==> src/reset_seq_pkg.sv <==
package reset_seq_pkg;

  localparam int CLK_KHZ       = 40000;
  localparam int LOCK_WAIT_MS  = 60;
  localparam int LOCK_WAIT_CYC = CLK_KHZ * LOCK_WAIT_MS;
  localparam int CNT_W         = 22;
  localparam int GPIO_N        = 9;
  localparam int SYNC_N        = 3;

  localparam int ADDR_W = 4;
  localparam int DATA_W = 32;
  localparam int RATE_W = 8;

  localparam logic [ADDR_W-1:0] OFS_CTRL     = 4'h0;
  localparam logic [ADDR_W-1:0] OFS_STATUS   = 4'h4;
  localparam logic [ADDR_W-1:0] OFS_DCG_RATE = 4'h8;
  localparam logic [ADDR_W-1:0] OFS_DMD_RATE = 4'hC;

  localparam logic [RATE_W-1:0] RATE_RST = 8'h00;

  // synchroniser lanes
  localparam int SY_POS  = 0;
  localparam int SY_WARN = 1;
  localparam int SY_LOCK = 2;

  typedef enum logic [1:0] {
    CAUSE_POWER = 2'h0,
    CAUSE_WDOG  = 2'h1,
    CAUSE_WARN  = 2'h2
  } cause_t;

  typedef enum logic [4:0] {
    ST_OFF    = 5'h01,
    ST_WAIT   = 5'h02,
    ST_SYSRST = 5'h04,
    ST_RUN    = 5'h08,
    ST_PARK   = 5'h10
  } state_t;

  // control word, bit 4 down to bit 0
  typedef struct packed {
    logic core_rel;
    logic lvds_rel;
    logic ext_rel;
    logic div_run;
    logic pll_en;
  } ctrl_t;

  localparam ctrl_t CTRL_RST = 5'h00;

  // status word, bit 4 down to bit 0
  typedef struct packed {
    cause_t cause;
    logic   dmd_set;
    logic   dcg_set;
    logic   lock;
  } status_t;

endpackage

==> src/reset_sequencer.sv <==
// The address map and the strobed register port were decided locally.
`timescale 1ns/1ps
`default_nettype none
module reset_sequencer
  import reset_seq_pkg::*;
#(
  parameter int LOCK_CYC = LOCK_WAIT_CYC
) (
  input  wire logic              clk,
  input  wire logic              rst_b,
  input  wire logic              power_on_sense_input,
  input  wire logic              supply_warning_input,
  input  wire logic              dmd_link_pll_lock,
  input  wire logic              watchdog_timeout,
  input  wire logic              mirrors_parked,
  input  wire logic [ADDR_W-1:0] reg_addr,
  input  wire logic [DATA_W-1:0] reg_wdata,
  input  wire logic              reg_wr,
  input  wire logic              reg_rd,
  output logic      [DATA_W-1:0] reg_rdata,
  output logic                   primary_system_pll_reset_b,
  output logic                   normal_power_mode,
  output logic                   cpu_reset_b,
  output logic                   periph_reset_b,
  output logic                   core_other_reset_b,
  output logic                   cpu_full_rate,
  output logic                   boot_from_flash,
  output logic      [GPIO_N-1:0] gpio_force_hiz,
  output logic                   dmd_link_pll_power_down,
  output logic                   dmd_div_reset_b,
  output logic                   dmd_clk_en,
  output logic      [RATE_W-1:0] dcg_rate,
  output logic      [RATE_W-1:0] dmd_rate,
  output logic                   lvds_power_down,
  output logic                   lvds_out_en,
  output logic                   lvds_reset_b,
  output logic                   ext_reset_b,
  output logic                   park_req
);

  logic [SYNC_N-1:0] s1_q;
  logic [SYNC_N-1:0] s2_q;
  logic [SYNC_N-1:0] s3_q;
  logic [SYNC_N-1:0] f_q;
  logic [SYNC_N-1:0] raw;
  logic              pos_f;
  logic              warn_ok;
  logic              lock_f;
  state_t            state_q;
  state_t            state_d;
  logic [CNT_W-1:0]  cnt_q;
  logic              wait_done;
  ctrl_t             ctrl_q;
  ctrl_t             wr_ctrl;
  logic              dcg_set_q;
  logic              dmd_set_q;
  cause_t            cause_q;
  status_t           status;
  logic              fw_clear;
  logic              wr_hit_ctrl;

  assign raw = {dmd_link_pll_lock, supply_warning_input, power_on_sense_input};

  // pin inputs: three stages, accept a level once stages two and three agree
  generate
    for (genvar i = 0; i < SYNC_N; i++) begin : g_sync
      always_ff @(posedge clk or negedge rst_b) begin
        if (!rst_b) begin
          s1_q[i] <= 1'b0;
          s2_q[i] <= 1'b0;
          s3_q[i] <= 1'b0;
          f_q[i]  <= 1'b0;
        end else begin
          s1_q[i] <= raw[i];
          s2_q[i] <= s1_q[i];
          s3_q[i] <= s2_q[i];
          if (s2_q[i] == s3_q[i]) begin
            f_q[i] <= s3_q[i];
          end
        end
      end
    end
  endgenerate

  assign pos_f   = f_q[SY_POS];
  assign warn_ok = f_q[SY_WARN];
  assign lock_f  = f_q[SY_LOCK];

  assign wait_done = (cnt_q == CNT_W'(LOCK_CYC - 1));

  // sequencer; power loss beats warning, warning beats watchdog
  always_comb begin
    state_d = state_q;
    unique case (state_q)
      ST_OFF: begin
        if (pos_f) begin
          state_d = ST_WAIT;
        end
      end
      ST_WAIT: begin
        if (!pos_f) begin
          state_d = ST_OFF;
        end else if (wait_done) begin
          state_d = ST_SYSRST;
        end
      end
      ST_SYSRST: begin
        if (!pos_f) begin
          state_d = ST_OFF;
        end else if (warn_ok) begin
          state_d = ST_RUN;
        end
      end
      ST_RUN: begin
        if (!pos_f) begin
          state_d = ST_OFF;
        end else if (!warn_ok) begin
          state_d = ST_PARK;
        end else if (watchdog_timeout) begin
          state_d = ST_SYSRST;
        end
      end
      ST_PARK: begin
        if (!pos_f) begin
          state_d = ST_OFF;
        end else if (mirrors_parked) begin
          state_d = ST_SYSRST;
        end
      end
      default: state_d = ST_OFF;
    endcase
  end

  always_ff @(posedge clk or negedge rst_b) begin
    if (!rst_b) begin
      state_q <= ST_OFF;
    end else begin
      state_q <= state_d;
    end
  end

  // 60 ms hold lets the primary PLL lock before internal resets drop
  always_ff @(posedge clk or negedge rst_b) begin
    if (!rst_b) begin
      cnt_q <= '0;
    end else if (state_q == ST_WAIT && !wait_done) begin
      cnt_q <= cnt_q + CNT_W'(1);
    end else begin
      cnt_q <= '0;
    end
  end

  always_ff @(posedge clk or negedge rst_b) begin
    if (!rst_b) begin
      cause_q <= CAUSE_POWER;
    end else if (state_q == ST_OFF) begin
      cause_q <= CAUSE_POWER;
    end else if (state_q == ST_PARK && state_d == ST_SYSRST) begin
      cause_q <= CAUSE_WARN;
    end else if (state_q == ST_RUN && state_d == ST_SYSRST) begin
      cause_q <= CAUSE_WDOG;
    end
  end

  // firmware state is wiped by any reset phase; parking keeps it
  assign fw_clear    = (state_q != ST_RUN) && (state_q != ST_PARK);
  assign wr_hit_ctrl = reg_wr && (reg_addr == OFS_CTRL);
  assign wr_ctrl     = ctrl_t'(reg_wdata[$bits(ctrl_t)-1:0]);

  always_ff @(posedge clk or negedge rst_b) begin
    if (!rst_b) begin
      dcg_set_q <= 1'b0;
      dcg_rate  <= RATE_RST;
    end else if (fw_clear) begin
      dcg_set_q <= 1'b0;
      dcg_rate  <= RATE_RST;
    end else if (reg_wr && reg_addr == OFS_DCG_RATE && !ctrl_q.pll_en) begin
      dcg_set_q <= 1'b1;
      dcg_rate  <= reg_wdata[RATE_W-1:0];
    end
  end

  // DMD clock rates only take once the link PLL reports lock
  always_ff @(posedge clk or negedge rst_b) begin
    if (!rst_b) begin
      dmd_set_q <= 1'b0;
      dmd_rate  <= RATE_RST;
    end else if (fw_clear) begin
      dmd_set_q <= 1'b0;
      dmd_rate  <= RATE_RST;
    end else if (reg_wr && reg_addr == OFS_DMD_RATE && lock_f && ctrl_q.pll_en) begin
      dmd_set_q <= 1'b1;
      dmd_rate  <= reg_wdata[RATE_W-1:0];
    end
  end

  // a set that skips a step is dropped; clears are always honoured
  always_ff @(posedge clk or negedge rst_b) begin
    if (!rst_b) begin
      ctrl_q <= CTRL_RST;
    end else if (fw_clear) begin
      ctrl_q <= CTRL_RST;
    end else if (wr_hit_ctrl) begin
      ctrl_q.pll_en   <= wr_ctrl.pll_en && (ctrl_q.pll_en || dcg_set_q);
      ctrl_q.div_run  <= wr_ctrl.div_run && wr_ctrl.pll_en
                         && (ctrl_q.div_run || (lock_f && dmd_set_q));
      ctrl_q.ext_rel  <= wr_ctrl.ext_rel && wr_ctrl.div_run && wr_ctrl.pll_en
                         && (ctrl_q.ext_rel || ctrl_q.div_run);
      ctrl_q.lvds_rel <= wr_ctrl.lvds_rel;
      ctrl_q.core_rel <= wr_ctrl.core_rel;
    end else if (!ctrl_q.pll_en) begin
      ctrl_q.div_run <= 1'b0;
      ctrl_q.ext_rel <= 1'b0;
    end
  end

  assign status = '{cause: cause_q, dmd_set: dmd_set_q, dcg_set: dcg_set_q, lock: lock_f};

  // read data valid only in the cycle after the strobe
  always_ff @(posedge clk or negedge rst_b) begin
    if (!rst_b) begin
      reg_rdata <= '0;
    end else if (reg_rd) begin
      unique case (reg_addr)
        OFS_CTRL:     reg_rdata <= DATA_W'(ctrl_q);
        OFS_STATUS:   reg_rdata <= DATA_W'(status);
        OFS_DCG_RATE: reg_rdata <= DATA_W'(dcg_rate);
        OFS_DMD_RATE: reg_rdata <= DATA_W'(dmd_rate);
        default:      reg_rdata <= '0;
      endcase
    end else begin
      reg_rdata <= '0;
    end
  end

  // processor side of the chip
  always_ff @(posedge clk or negedge rst_b) begin
    if (!rst_b) begin
      primary_system_pll_reset_b <= 1'b0;
      normal_power_mode          <= 1'b0;
      cpu_reset_b                <= 1'b0;
      periph_reset_b             <= 1'b0;
      cpu_full_rate              <= 1'b0;
      boot_from_flash            <= 1'b0;
      gpio_force_hiz             <= '1;
      park_req                   <= 1'b0;
    end else begin
      primary_system_pll_reset_b <= (state_q != ST_OFF);
      normal_power_mode          <= (state_q != ST_OFF);
      cpu_reset_b                <= (state_q == ST_RUN) || (state_q == ST_PARK);
      periph_reset_b             <= (state_q == ST_RUN) || (state_q == ST_PARK);
      cpu_full_rate              <= (state_q != ST_OFF);
      boot_from_flash            <= 1'b1;
      gpio_force_hiz             <= {GPIO_N{fw_clear}};
      park_req                   <= (state_q == ST_PARK);
    end
  end

  // link side stays dark until firmware walks it up
  always_ff @(posedge clk or negedge rst_b) begin
    if (!rst_b) begin
      core_other_reset_b      <= 1'b0;
      dmd_link_pll_power_down <= 1'b1;
      dmd_div_reset_b         <= 1'b0;
      dmd_clk_en              <= 1'b0;
      lvds_power_down         <= 1'b1;
      lvds_out_en             <= 1'b0;
      lvds_reset_b            <= 1'b0;
      ext_reset_b             <= 1'b0;
    end else begin
      core_other_reset_b      <= ctrl_q.core_rel;
      dmd_link_pll_power_down <= !ctrl_q.pll_en;
      dmd_div_reset_b         <= ctrl_q.div_run;
      dmd_clk_en              <= ctrl_q.div_run;
      lvds_power_down         <= !ctrl_q.lvds_rel;
      lvds_out_en             <= ctrl_q.lvds_rel;
      lvds_reset_b            <= ctrl_q.lvds_rel;
      ext_reset_b             <= ctrl_q.ext_rel;
    end
  end
endmodule
`default_nettype wire

==> config.mk <==
export PLATFORM = sky130hd
export DESIGN_NAME = reset_sequencer
export DESIGN_NICKNAME = d
export VERILOG_FILES = /design/src/reset_seq_pkg.sv /design/src/reset_sequencer.sv
export SDC_FILE = /design/constraint.sdc
export NUM_CORES = 1
export LEC_CHECK = 0
export ABC_AREA = 1
export BUFFER_PORTS_ARGS = -buffer_cell sky130_fd_sc_hd__buf_2
export CORE_ASPECT_RATIO = 2
export CORE_MARGIN = 1
export CORE_UTILIZATION = 47
export DETAILED_ROUTE_END_ITERATION = 10
export PLACE_DENSITY = 0.76
export SLEW_MARGIN = 20
export SYNTH_ARGS = -nofsm -noshare
export SYNTH_HDL_FRONTEND = slang
export SYNTH_SLANG_ARGS = --single-unit
==> constraint.sdc <==
create_clock -name clk -period 1.7 [get_ports clk]
set_clock_uncertainty 0.05 [all_clocks]
set_input_delay 0.34 -clock clk [delete_from_list [all_inputs] [get_ports clk]]
set_output_delay 0.34 -clock clk [all_outputs]
set_load 0.05 [all_outputs]
==> results.yml <==
clocking:
  cts_tree: "done"
  cts-root-buf: "clkbuf_16"
  cts_made_buffers: 9
  clk_pin_slew_worst_paths_ps: 60
  clock_latency_ps: 330
  htree_levels: 3
  cts_buffer_depth: 2
  cts_sinks: 83
setup_path:
  endpoint_kind: "output pin"
  crit_arrival_ps: 1190
  max_stage_delay_ps: 580
  cpMaxStageDelayCell: "dfstp_2"
  start_kind: "flip-flop"
  crit_required_ps: 1310
  cp_top_family: "flip-flops"
  path_buf_inv: 1
  path_class: "flip-flop to output pin"
  worstPathMaxFanout: 9
  critPathLaunch: "gpio_force_hiz[0]"
  crit_chain: "buf_2"
  rr_startpoint: "state_q[3]"
routing:
  drc: 0
  ant_nets: 0
  drt-total-wl_um: 9000
  drt-wirelength-per-cell_um: 13.7
  via_count: 3301
  vias_per_cell: 5.01
  drtIter0Drc: 203
  dr.pass1.iters: 5
logic_synthesis:
  synth.distinct_cells: 34
  yosysTopAreaCellShare: 0.488
  synth.most_common_cell: "nand2_1"
  synth_common_cells: "nand2_1, nor2_1, dfrtp_1"
  syn_avg_cell_area_sq_um: 8.49
  synth_warnings: 0
  synthFlopType: "dfrtp_1"
  yosysTopAreaCell: "dfrtp_1"
  synth-edff-count: 0
  async_reset_ff_frac: 1.00
  synth.ff_latch_count: 83
  postSynthCellCount: 477
  synth_area_leaders: "dfrtp_1, nand2_1, nor2_1"
  syn-cell-area_sq_mm: 0.00405
  ys_seq_area_frac: 0.514
worst_hold_path:
  hold_path.class: "primary input to flip-flop"
  min_from: "supply_warning_input"
run_status:
  status: "completed"
timing:
  period_needed_ps: 1580
  fin_crit_sh: 0.932
  fin_ws_ps: 116
  max_freq_ghz: 0.631
  setup_tns_ps: 0
  slew_viol_final: 0
  setup_viol: 0
  hold_viol_final: 0
layout:
  syn_to_final_growth_pct: 17.9
  drive_gt1_frac: 0.219
  seqCellArea_sq_mm: 0.00208
  multi_input_area_sq_mm: 0.00156
  num-fill-cells: 758
  antenna_cells: 0
  fin_nets: 602
grt:
  grt_pass1_vias: 3377
  grt_pass1_wl_um: 14500
  grt-ovfl-total: 0
  grt_start_max_net_pins: 70
  antenna_found_initial: 0
  grt_usage: 0.219
placed_design:
  place_congestion: 0.930
  pre_cts_ws_ps: 31.7
  dp_hpwl_um: 6970
  port_buffers: 68
die:
  placementRows: 47
  core_area_sq_mm: 0.00829
  ioPinCount: 117
  die_w_um: 67.6
  dieArea_sq_mm: 0.00902
  start_util: 0.488
  die_y_um: 133
power:
  powerDensity_mw_per_mm2: 982
  p_leak_nw: 2.22
  vdd_drop_max_mv: 0.707
run:
  drv_cap: 0
==> sequential cells by signal, indices dropped and copies added, names as in the netlist, 2 cells and up <==
signal / flops
dmd_rate: 8
cnt_q: 22
dcg_rate: 8
ctrl_q: 5
s1_q: 3
s3_q: 3
cause_q: 2
s2_q: 3
reg_rdata: 8
state_q: 5
==> logic make-up after synthesis <==
group                    count (synthesis)  synth area share
AND/OR/NAND/NOR                        241             0.259
buffers and inverters                   90             0.126
flip-flops                              83             0.514
AO/OA/AOI/OAI                           45            0.0621
XOR/XNOR                                12            0.0259
adder cells (fa/ha/maj)                  4            0.0105
other                                    2           0.00185
==> metrics by stage <==
step                cells  instance area (sq um)  hold WS, ps  utilization  power [mW]
finish                659                   4770         67.1        0.576        4.69
global placement      640                   4430          166        0.534        2.78
CTS                   657                   4740         48.8        0.572        4.72
floorplan             500                   4140        -5.59            -        2.65
detailed placement    640                   4430          162        0.534        2.78
global route          659                   4770         51.7        0.576        4.87
==> power by group <==
group	switching [mW]	internal [mW]	total [mW]	leakage (nW)
logic	0.497	0.170	0.666	0.972
registers	0.0602	2.04	2.10	1.11
clock network	0.744	1.18	1.92	0.139
==> path summary, 6_finish.rpt <==
path,to,slack (ps),cells after the start
worst max register to register,dcg_rate[4],120,8
min in group asynchronous,cnt_q[16],360,2
worst min register to register,s2_q[1],300,0
worst min-delay path,s1_q[1],70,1
max in group asynchronous,gpio_force_hiz[0],590,3
worst max-delay path,gpio_force_hiz[4],120,1
==> repair_timing <==
item | CTS | global route
endpoints found under the hold margin | 14 | 0
resized for setup | 1 | 7
endpoints found under the setup margin | 1 | 16
hold buffers | 1 | 0
setup buffers | 0 | 2
pin swaps | 0 | 1
==> cell type report <==
cell class	instances	area share
Clock buffer	12	0.0516
Clock inverter	4	0.0105
Inverter	48	0.0393
Multi-Input combinational cell	327	0.327
Sequential cell	83	0.436
Tap cell	98	0.0257
Timing Repair Buffer	87	0.110
==> routing by layer <==
layer / vias up / GRT usage / routed length, um
li1: 1606 / - / -
met1: 1557 / 0.204 / 3110
met5: - / 0 / 0
met4: 0 / 0.142 / 404
met3: 31 / 0.0479 / 317
met2: 107 / 0.398 / 5170
==> cells in the final DEF (no fill, tap or decap), drive strengths merged <==
| master | Yosys | layout |
|---|---|---|
| o21bai | 1 | 1 |
| a21oi | 6 | 6 |
| ha | 1 | 1 |
| buf | 41 | 86 |
| xor2 | 7 | 7 |
| nand4 | 10 | 10 |
| clkbuf | 1 | 12 |
| nand2 | 98 | 98 |
| o22ai | 4 | 4 |
| clkinv | 1 | 2 |
| nor2b | 1 | 1 |
| nand3b | 1 | 1 |
| inv | 47 | 47 |
| o21ai | 34 | 34 |
| dlygate4sd3 | 0 | 1 |
| bufinv | 0 | 1 |
| maj3 | 3 | 3 |
| nand3 | 31 | 31 |
| dfrtp | 79 | 79 |
| xnor2 | 5 | 5 |
| dfstp | 4 | 4 |
| conb | 2 | 25 |
| clkinvlp | 0 | 2 |
| nor2 | 93 | 93 |
| nor3 | 7 | 7 |
Power figures use the tool's default switching activity.
